**src/core/dmadp_cfg.svh**
```systemverilog
// dmadp_cfg.svh: register addresses, bit positions, reset values, timing
// assumes inclusion by the design files only
`ifndef DMADP_CFG_SVH
`define DMADP_CFG_SVH
`define DMADP_AUX_BUS_ADDR      8'h8E
`define DMADP_AUX_PTR_ADDR      8'hA2
`define DMADP_PTR_LOW_ADDR      8'h82
`define DMADP_PTR_HIGH_ADDR     8'h83
`define DMADP_P2_ADDR           8'hA0
`define DMADP_BIT_SUPPRESS      0
`define DMADP_BIT_BYPASS        1
`define DMADP_BIT_SELECT        0
`define DMADP_BIT_FIXED_ZERO    2
`define DMADP_PTR_WR_MASK       8'hFB
`define DMADP_PTR_RESET         16'h0000
`define DMADP_BYTE_RESET        8'h00
`define DMADP_XRAM_TOP          16'h01FF
`define DMADP_XRAM_WORDS        512
`define DMADP_LOW_TOP           8'h7F
`define DMADP_STROBE_PERIOD     3'h6
`define DMADP_STROBE_LAST       3'h5
`endif

```
**src/core/dmadp_pkg.sv**
```systemverilog
// dmadp_pkg.sv: types shared by the addressing block
// assumes dmadp_cfg.svh on the include path
`default_nettype none
package dmadp_pkg;
	typedef enum logic [2:0] {
		DMADP_OP_NONE,
		DMADP_OP_INC,
		DMADP_OP_LOAD,
		DMADP_OP_RD,
		DMADP_OP_WR,
		DMADP_OP_CODE,
		DMADP_OP_JMP
	} dmadp_ptr_op_type;
	typedef enum logic [1:0] {
		DMADP_SEG_LOW,
		DMADP_SEG_UPPER,
		DMADP_SEG_SFR
	} dmadp_seg_type;
endpackage
`default_nettype wire

```
**src/core/dmadp_core.sv**
```systemverilog
// dmadp_core.sv: data-pointer pair, data address decode, external bus control
// assumes the cpu core drives one request per cycle, synchronous inputs
// What this block does
// - strobe free runs unless suppress bit set
// - two 16-bit pointers, one select bit
// - incrementing pointer control toggles select only
// - pointer control bit 2 reads zero
// - pointer instructions use selected pointer
// - active pointer bytes are sfr readable/writable
// - 00H-7FH is lower ram, any mode
// - above 7FH: direct sfr, indirect upper ram
// - bypass clear: moves below 0200H hit xram
// - xram access leaves port 0, read and write strobes idle
// - bypass clear: higher addresses use external bus
// - bypass set: index move drives 8-bit address
// - bypass set: pointer move drives 16 bits
// - write strobe on p3.6, read on p3.7
// - stack stays in 256-byte internal ram
`include "dmadp_cfg.svh"
`default_nettype none
module dmadp_core (
	// clock and reset
	input  wire logic                       clk,
	input  wire logic                       rst,
	// sfr access from the core
	input  wire logic                       sfr_wr,
	input  wire logic                       sfr_inc,
	input  wire logic [7:0]                 sfr_addr,
	input  wire logic [7:0]                 sfr_wdata,
	output var  logic [7:0]                 sfr_rdata,
	// pointer instructions
	input  wire dmadp_pkg::dmadp_ptr_op_type ptr_op,
	input  wire logic [15:0]                ptr_imm,
	output var  logic [15:0]                mem_pointer,
	// internal data address decode
	input  wire logic [7:0]                 int_addr,
	input  wire logic                       int_indirect,
	input  wire logic                       int_stack,
	output var  dmadp_pkg::dmadp_seg_type    int_seg,
	// external move request
	input  wire logic                       xmove,
	input  wire logic                       xmove_wr,
	input  wire logic                       xmove_use_ptr,
	input  wire logic [7:0]                 xmove_index,
	input  wire logic [7:0]                 xmove_wdata,
	input  wire logic                       code_move,
	output var  logic [7:0]                 xram_rdata,
	output var  logic                       xram_hit,
	// external bus pins
	input  wire logic [7:0]                 port_zero_bus_in,
	output var  logic [7:0]                 port_zero_bus_out,
	output var  logic                       port_zero_bus_oe,
	output var  logic [7:0]                 port_two_bus,
	output var  logic                       addr_strobe,
	output var  logic                       write_strobe_pin_n,
	output var  logic                       read_strobe_pin_n,
	output var  logic [7:0]                 ext_rdata
);
	import dmadp_pkg::*;

	// ------------------------------------------------------------
	// registers
	// ------------------------------------------------------------
	logic        strobe_suppress;
	logic        onchip_xram_bypass;
	logic [7:0]  aux_pointer_control;
	logic [15:0] mem_pointer_a;
	logic [15:0] mem_pointer_b;
	logic [7:0]  port_two_sfr;
	logic        pointer_select;
	logic [2:0]  strobe_cnt;
	logic [15:0] x_addr;
	logic        ext_cycle;
	logic [7:0]  next_aux_ptr;

	assign pointer_select = aux_pointer_control[`DMADP_BIT_SELECT];

	// increment on bit 2 fixed zero carries into bit 3 never: bit 2 held 0
	always_comb begin
		next_aux_ptr = aux_pointer_control;
		if (sfr_inc && sfr_addr == `DMADP_AUX_PTR_ADDR) begin
			next_aux_ptr = aux_pointer_control + 8'h01;
		end else if (sfr_wr && sfr_addr == `DMADP_AUX_PTR_ADDR) begin
			next_aux_ptr = sfr_wdata;
		end
		next_aux_ptr[`DMADP_BIT_FIXED_ZERO] = 1'b0;
		next_aux_ptr[1] = 1'b0;
	end

	always_ff @(posedge clk or posedge rst) begin
		if (rst) begin
			aux_pointer_control <= `DMADP_BYTE_RESET;
		end else begin
			aux_pointer_control <= next_aux_ptr;
		end
	end

	always_ff @(posedge clk or posedge rst) begin
		if (rst) begin
			strobe_suppress    <= 1'b0;
			onchip_xram_bypass <= 1'b0;
			port_two_sfr       <= `DMADP_BYTE_RESET;
		end else if (sfr_wr && sfr_addr == `DMADP_AUX_BUS_ADDR) begin
			strobe_suppress    <= sfr_wdata[`DMADP_BIT_SUPPRESS];
			onchip_xram_bypass <= sfr_wdata[`DMADP_BIT_BYPASS];
		end else if (sfr_wr && sfr_addr == `DMADP_P2_ADDR) begin
			port_two_sfr <= sfr_wdata;
		end
	end

	// ------------------------------------------------------------
	// pointer pair
	// ------------------------------------------------------------
	logic [15:0] next_ptr;
	always_comb begin
		next_ptr = mem_pointer;
		unique case (ptr_op)
			DMADP_OP_INC:  next_ptr = mem_pointer + 16'h0001;
			DMADP_OP_LOAD: next_ptr = ptr_imm;
			DMADP_OP_NONE, DMADP_OP_RD, DMADP_OP_WR,
			DMADP_OP_CODE, DMADP_OP_JMP: next_ptr = mem_pointer;
			default:       next_ptr = mem_pointer;
		endcase
		if (sfr_wr && sfr_addr == `DMADP_PTR_LOW_ADDR) begin
			next_ptr[7:0] = sfr_wdata;
		end
		if (sfr_wr && sfr_addr == `DMADP_PTR_HIGH_ADDR) begin
			next_ptr[15:8] = sfr_wdata;
		end
	end

	always_ff @(posedge clk or posedge rst) begin
		if (rst) begin
			mem_pointer_a <= `DMADP_PTR_RESET;
			mem_pointer_b <= `DMADP_PTR_RESET;
		end else if (pointer_select) begin
			mem_pointer_b <= next_ptr;
		end else begin
			mem_pointer_a <= next_ptr;
		end
	end

	assign mem_pointer = pointer_select ? mem_pointer_b : mem_pointer_a;

	// ------------------------------------------------------------
	// sfr read mux
	// ------------------------------------------------------------
	always_comb begin
		unique case (sfr_addr)
			`DMADP_AUX_BUS_ADDR:  sfr_rdata = {6'h00, onchip_xram_bypass,
				strobe_suppress};
			`DMADP_AUX_PTR_ADDR:  sfr_rdata = aux_pointer_control;
			`DMADP_PTR_LOW_ADDR:  sfr_rdata = mem_pointer[7:0];
			`DMADP_PTR_HIGH_ADDR: sfr_rdata = mem_pointer[15:8];
			`DMADP_P2_ADDR:       sfr_rdata = port_two_sfr;
			default:              sfr_rdata = 8'h00;
		endcase
	end

	// ------------------------------------------------------------
	// internal data decode
	// ------------------------------------------------------------
	always_comb begin
		if (int_addr <= `DMADP_LOW_TOP) begin
			int_seg = DMADP_SEG_LOW;
		end else if (int_indirect || int_stack) begin
			int_seg = DMADP_SEG_UPPER;
		end else begin
			int_seg = DMADP_SEG_SFR;
		end
	end

	// ------------------------------------------------------------
	// external move routing
	// ------------------------------------------------------------
	assign x_addr = xmove_use_ptr ? mem_pointer : {port_two_sfr, xmove_index};
	assign xram_hit = xmove && !onchip_xram_bypass &&
		x_addr <= `DMADP_XRAM_TOP;
	assign ext_cycle = xmove && !xram_hit;

	dmadp_xram u_xram (
		.clk   (clk),
		.en    (xram_hit),
		.we    (xmove_wr),
		.addr  (x_addr[8:0]),
		.wdata (xmove_wdata),
		.rdata (xram_rdata)
	);

	// address phase cycle, then data phase cycle with the strobe low
	logic ext_addr_phase;
	logic ext_data_phase;
	logic ext_wr_q;
	logic [7:0] ext_wdata_q;
	always_ff @(posedge clk or posedge rst) begin
		if (rst) begin
			ext_addr_phase <= 1'b0;
			ext_data_phase <= 1'b0;
			ext_wr_q       <= 1'b0;
			ext_wdata_q    <= 8'h00;
			port_zero_bus_out <= 8'h00;
			port_two_bus   <= 8'h00;
			ext_rdata      <= 8'h00;
		end else begin
			ext_addr_phase <= ext_cycle;
			ext_data_phase <= ext_addr_phase;
			if (ext_cycle) begin
				ext_wr_q    <= xmove_wr;
				ext_wdata_q <= xmove_wdata;
			end
			if (ext_cycle) begin
				port_zero_bus_out <= x_addr[7:0];
			end else if (ext_addr_phase && ext_wr_q) begin
				port_zero_bus_out <= ext_wdata_q;
			end
			// p2 holds the high pointer byte through the data phase
			if (ext_cycle && xmove_use_ptr) begin
				port_two_bus <= mem_pointer[15:8];
			end else if (!ext_addr_phase) begin
				port_two_bus <= port_two_sfr;
			end
			if (ext_data_phase && !ext_wr_q) begin
				ext_rdata <= port_zero_bus_in;
			end
		end
	end

	logic p0_drive;
	always_ff @(posedge clk or posedge rst) begin
		if (rst) begin
			p0_drive <= 1'b0;
		end else begin
			p0_drive <= ext_cycle || (ext_addr_phase && ext_wr_q);
		end
	end
	assign port_zero_bus_oe = p0_drive;

	assign write_strobe_pin_n = !(ext_data_phase && ext_wr_q);
	assign read_strobe_pin_n  = !(ext_data_phase && !ext_wr_q);

	// ------------------------------------------------------------
	// address latch strobe
	// ------------------------------------------------------------
	always_ff @(posedge clk or posedge rst) begin
		if (rst) begin
			strobe_cnt <= 3'h0;
		end else if (strobe_cnt == `DMADP_STROBE_LAST) begin
			strobe_cnt <= 3'h0;
		end else begin
			strobe_cnt <= strobe_cnt + 3'h1;
		end
	end

	always_ff @(posedge clk or posedge rst) begin
		if (rst) begin
			addr_strobe <= 1'b0;
		end else if (strobe_suppress) begin
			addr_strobe <= ext_cycle || code_move;
		end else begin
			addr_strobe <= strobe_cnt == 3'h0;
		end
	end

	// ------------------------------------------------------------
	// checks
	// ------------------------------------------------------------
	chk_inc_toggle: assert property (@(posedge clk) disable iff (rst)
		sfr_inc && sfr_addr == `DMADP_AUX_PTR_ADDR && !sfr_wr |=>
		pointer_select != $past(pointer_select) &&
		aux_pointer_control[7:3] == $past(aux_pointer_control[7:3]))
		else $error("pointer select did not toggle cleanly");
	chk_bit2_zero: assert property (@(posedge clk) disable iff (rst)
		aux_pointer_control[`DMADP_BIT_FIXED_ZERO] == 1'b0)
		else $error("pointer control bit 2 not zero");
	chk_ptr_inc: assert property (@(posedge clk) disable iff (rst)
		ptr_op == DMADP_OP_INC && !sfr_wr && !sfr_inc |=>
		mem_pointer == $past(mem_pointer) + 16'h0001)
		else $error("selected pointer did not increment");
	chk_ptr_other: assert property (@(posedge clk) disable iff (rst)
		ptr_op == DMADP_OP_LOAD && !sfr_inc && !sfr_wr && !pointer_select
		|=> mem_pointer_b == $past(mem_pointer_b))
		else $error("unselected pointer changed");
	chk_seg_low: assert property (@(posedge clk) disable iff (rst)
		int_addr <= `DMADP_LOW_TOP |-> int_seg == DMADP_SEG_LOW)
		else $error("low ram decode wrong");
	chk_seg_upper: assert property (@(posedge clk) disable iff (rst)
		int_addr > `DMADP_LOW_TOP && !int_indirect && !int_stack
		|-> int_seg == DMADP_SEG_SFR)
		else $error("direct upper access missed sfr space");
	chk_xram_quiet: assert property (@(posedge clk) disable iff (rst)
		xram_hit |=> write_strobe_pin_n && read_strobe_pin_n &&
		!port_zero_bus_oe)
		else $error("xram access disturbed the bus");
	chk_route_hit: assert property (@(posedge clk) disable iff (rst)
		xmove && !onchip_xram_bypass && x_addr[15:9] == 7'h00 |-> xram_hit)
		else $error("low move not routed to xram");
	chk_wr_strobe: assert property (@(posedge clk) disable iff (rst)
		ext_cycle && xmove_wr |-> ##2 !write_strobe_pin_n && read_strobe_pin_n)
		else $error("write strobe missing");
	chk_strobe_rate: assert property (@(posedge clk) disable iff (rst)
		!strobe_suppress && addr_strobe && !$past(strobe_suppress)
		##1 !strobe_suppress[*5] |-> ##1 addr_strobe)
		else $error("strobe not one in six");
	chk_p2_ptr: assert property (@(posedge clk) disable iff (rst)
		ext_cycle && xmove_use_ptr |=> port_two_bus == $past(mem_pointer[15:8]))
		else $error("port 2 lacks pointer high byte");
endmodule
`default_nettype wire

```
**src/core/dmadp_xram.sv**
```systemverilog
// dmadp_xram.sv: on-chip expanded data ram, 512 bytes
// assumes one clock; read data registered one cycle after the request
`include "dmadp_cfg.svh"
`default_nettype none
module dmadp_xram (
	// clock
	input  wire logic       clk,
	// access
	input  wire logic       en,
	input  wire logic       we,
	input  wire logic [8:0] addr,
	input  wire logic [7:0] wdata,
	output var  logic [7:0] rdata
);
	logic [7:0] mem [0:`DMADP_XRAM_WORDS-1];

	always_ff @(posedge clk) begin
		if (en && we) begin
			mem[addr] <= wdata;
		end
	end

	always_ff @(posedge clk) begin
		if (en && !we) begin
			rdata <= mem[addr];
		end
	end
endmodule
`default_nettype wire

```
**config.mk**
```make
export PLATFORM = sky130hd
export DESIGN_NAME = dmadp_core
export DESIGN_NICKNAME = d
export VERILOG_FILES = /design/src/core/dmadp_pkg.sv /design/src/core/dmadp_core.sv /design/src/core/dmadp_xram.sv
export VERILOG_INCLUDE_DIRS = /design/src /design/src/core
export SDC_FILE = /design/constraint.sdc
export NUM_CORES = 2
export LEC_CHECK = 0
export BUFFER_PORTS_ARGS = -buffer_cell sky130_fd_sc_hd__buf_2
export CAP_MARGIN = 10
export CORE_AREA = 5 5 535 484
export DETAILED_ROUTE_END_ITERATION = 8
export DIE_AREA = 0 0 540 489
export PLACE_DENSITY_LB_ADDON = 0.15
export REMOVE_ABC_BUFFERS = 1
export SLEW_MARGIN = 15
export SYNTH_ARGS = -nofsm -noshare
export SYNTH_HDL_FRONTEND = slang
export SYNTH_SLANG_ARGS = --single-unit
```
**constraint.sdc**
```tcl
create_clock -name clk -period 6 [get_ports clk]
set_input_delay 0.6 -clock clk [delete_from_list [all_inputs] [get_ports clk]]
set_output_delay 0.6 -clock clk [all_outputs]
set_load 0.03 [all_outputs]
```
==> summary.txt <==
Die
  – Placeable Area: 0.252 sq mm
  – Die height: 489 microns
  – Ports: 140
  – Die X: 540 microns
  – Die Footprint: 0.264 sq mm
  – Initial core utilization: 64.8%
  – Site Rows: 175

Layout
  – Layout Nets: 9626
  – Commonest non-fill, non-tap cell in the layout: edfxtp_1
  – Layout cells sized above 1: 22.6%
  – Final Util: 73.2%
  – Commonest non-fill, non-tap cells in the layout: edfxtp_1, nand2_1, mux4_2
  – Synthesis-to-layout area growth: 12.9%

Setup path
  – Worst r2r src: aux_pointer_control[0]
  – Worst stage delay on the critical path: 0.96 ns
  – Worst path slowest cell: o21ai_0
  – Critical Path, Cell by Cell: mux2i_1 > a21o_4 > nor2_4 > buf_4 > a22oi_1 > a21oi_1 > o21ai_0 > nand4_1 > nor4_1 > o211ai_1
  – Crit start category: flop
  – WP data arrival: 6.73 ns
  – R2r endpoint: u_xram.rdata[2]
  – CP max FO: 19
  – WP data required: 6.62 ns
  – Worst reg2reg path depth: 10
  – CP endpoint kind: flop
  – R2r setup slk: -0.11 ns
  – Type of the worst setup path: reg2reg
  – Crit-path leading delay family: compound AO/OA/AOI/OAI gates
  – Buffers & Inverters on Critical Path: 1

Clock network
  – Clk_lat worst skew: 0.94 ns
  – CTS clk-pin slew, worst paths: 0.07 ns
  – Htree depth: 5
  – CTS tree: built
  – Post-CTS Setup Inserts: 0
  – Total CTS buffers: 400
  – Clock buffer depth: 4
  – Root buffer cell: clkbuf_16
  – Total clock sinks: 4192

Routing
  – Pre-antenna DRT Iters: 9
  – Wire length per cell: 36.2 microns
  – Wirelength, routed: 481000 microns
  – Drt drc: 4
  – DR iter-0 viols: 16800
  – Vias: 94500
  – Routed vias/inst: 7.12
  – DRT antenna net count: 0

STA
  – Fin. Hold Viols: 0
  – Hold slack: 0.0639 ns
  – Slew @ Worst Pin: 1.35 ns
  – F_max: 0.164 GHz
  – Fin worst setup slack: -0.106 ns
  – Final setup TNS: -0.106 ns
  – Slew Limit Headroom: 8.88%
  – Tcrit/Tclk final: 102%
  – Final setup violating endpoints: 1
  – Final Slew Violations: 0
  – Clock skew: 0.0595 ns
  – Unrepaired setup endpoints after global routing: no
  – Fin crit period: 6.11 ns

Power and ir drop
  – Power, Total: 71.6 mW
  – Power per cell area: 388 mW/mm^2
  – Pleak: 59.9 nW
  – Peak supply drop: 0.309 mV

Yosys
  – Post-synth cell types: 73
  – Yosys reg bits: 4192
  – YS warnings: 0
  – Synthesized area: 0.163 sq mm
  – Post-synthesis sequential area ratio: 76.7%
  – Number of synthesized flops with an enable pin: 4104
  – Avg Cell Area, Syn: 18.3 sq um
  – Post-Synthesis Cells: 8945
  – Ys async rst share: 2.10%
  – Post-synth top flop: edfxtp_1

Run
  – Number of max-cap violations: 0

Global routing
  – Largest net degree at the start of global routing: 186
  – First-pass GRT wire length: 679000 microns
  – Vias in the first global route: 91300
  – GR Overflow Total: 0
  – GRT Total Usage: 36.4%
  – Initial antenna violation count: 38

Place
  – Placer Congestion: 0.943
  – DP HPWL: 293000 microns
  – Port Buf Inserts: 132

Status
  – Outcome: finished with violations
  – Failing checks: design-rule violations, negative setup slack

Min path
  – Worst min path class: in2reg
  – Min-delay src: sfr_wdata[0]
  – WHS Path Cells: 3
  – Endpoint, Worst Hold: port_two_sfr[0]
[how the worst max path moves through the flow]
stage                                      start                  to  cells past startpoint
after detailed placement           xmove_use_ptr     u_xram.rdata[3]                     15
after global routing      aux_pointer_control[0]     u_xram.rdata[7]                     10
after floorplan                    xmove_use_ptr  u_xram.mem[105][0]                      4
final                     aux_pointer_control[0]     u_xram.rdata[2]                     10
after CTS                 aux_pointer_control[0]     u_xram.rdata[2]                     10
after global placement             xmove_use_ptr     u_xram.rdata[3]                     15
[Yosys cell counts (3+ instances only)]
cell type | n | area [sq um]
a31oi_1 | 57 | 357
o2111ai_1 | 3 | 26.3
o21ai_0 | 55 | 275
buf_2 | 204 | 1020
xnor2_1 | 10 | 87.6
nand2_1 | 1228 | 4610
mux2i_1 | 58 | 581
a221oi_1 | 31 | 272
nor4_1 | 33 | 206
buf_1 | 51 | 191
buf_4 | 41 | 308
inv_1 | 31 | 116
nor3_1 | 29 | 145
o22ai_1 | 11 | 68.8
a221o_1 | 10 | 100
a22oi_1 | 194 | 1460
o31ai_1 | 6 | 45.0
and2_1 | 33 | 206
o211ai_1 | 12 | 90.1
a32oi_1 | 30 | 263
a21oi_1 | 339 | 1700
a2111oi_0 | 4 | 35.0
mux2_2 | 49 | 552
nor2b_1 | 4 | 25.0
a22o_1 | 14 | 123
mux4_2 | 818 | 18400
or4_1 | 5 | 37.5
edfxtp_1 | 4104 | 123000
o311ai_0 | 3 | 26.3
a21boi_0 | 6 | 45.0
a311oi_1 | 12 | 105
buf_6 | 34 | 383
nand4_1 | 103 | 644
nand3_1 | 302 | 1510
and3_1 | 47 | 294
a211oi_1 | 11 | 82.6
clkbuf_1 | 218 | 818
dfrtp_1 | 88 | 2200
nor2_1 | 599 | 2250
a21o_1 | 11 | 82.6
[final cells by class]
class,count,area [sq um]
well taps,3363,4210
inverters,31,118
flip-flops and latches,4192,125000
clock inverters,232,2220
multi-input cells,4172,35500
fillers,14400,67700
clock buffers,483,10600
repair buffers,751,6310
diodes,39,97.6
[per-stage QoR]
| stage | cells | setup slack [ns] | instance area, sq um |
|---|---|---|---|
| after detailed placement | 12500 | -0.258 | 171000 |
| after global routing | 13200 | 0.0483 | 184000 |
| after global placement | 12500 | -0.128 | 171000 |
| final | 13300 | -0.106 | 185000 |
| after CTS | 13200 | 0.251 | 184000 |
| after floorplan | 8395 | -31.05 | 161000 |
[state kept, by name, summed over array words and instances, names as in the netlist]
name and count:
u_xram.mem 4096, mem_pointer_a 16, mem_pointer_b 16, ext_rdata 8
ext_wdata_q 8, port_two_bus 8, port_two_sfr 8, port_zero_bus_out 8
u_xram.rdata 8, aux_pointer_control 6, strobe_cnt 3, addr_strobe 1
ext_addr_phase 1, ext_data_phase 1, ext_wr_q 1, onchip_xram_bypass 1
port_zero_bus_oe 1, strobe_suppress 1
[metal layers]
layer	GRT usage (%)	routed length, microns
met2	52.8	215000
met4	16.8	26600
met5	0.307	217
met3	12.6	74100
met1	50.9	165000
[cell families (layout without fill, tap and decap cells)]
logic type	Yosys count	in the layout	synth area share, %
AOI/OAI and AO/OA	832	832	3.28
muxes	927	927	12.0
DFF	4192	4192	76.7
other	0	39	0
adders and majority gates	1	1	0.00765
buffers and inverters	581	1497	1.76
and+or+nand+nor	2400	2400	6.16
xor gates and xnor gates	12	12	0.0643
[worst reg2reg max path: cells and delay by family, from the launching register on]
kind | cells | cell delay (ns)
muxes | 1 | 0.86
AOI/OAI and AO/OA | 5 | 2.49
and+or+nand+nor | 3 | 1.39
buffers and inverters | 1 | 0.44
DFF | 1 | 0.66
[where the power goes]
| group | internal, mW | switching (mW) | total, mW |
|---|---|---|---|
| combinational | 4.69 | 9.32 | 14.0 |
| sequential | 32.3 | 0.125 | 32.5 |
| clock | 14.4 | 10.8 | 25.2 |
[timing repair]
action / 4_1_cts / 5_1_grt
gates resized for setup: 0 / 0
hold endpoints to repair: 21 / 56
hold buffers: 16 / 1
Power figures use the tool's default switching activity.
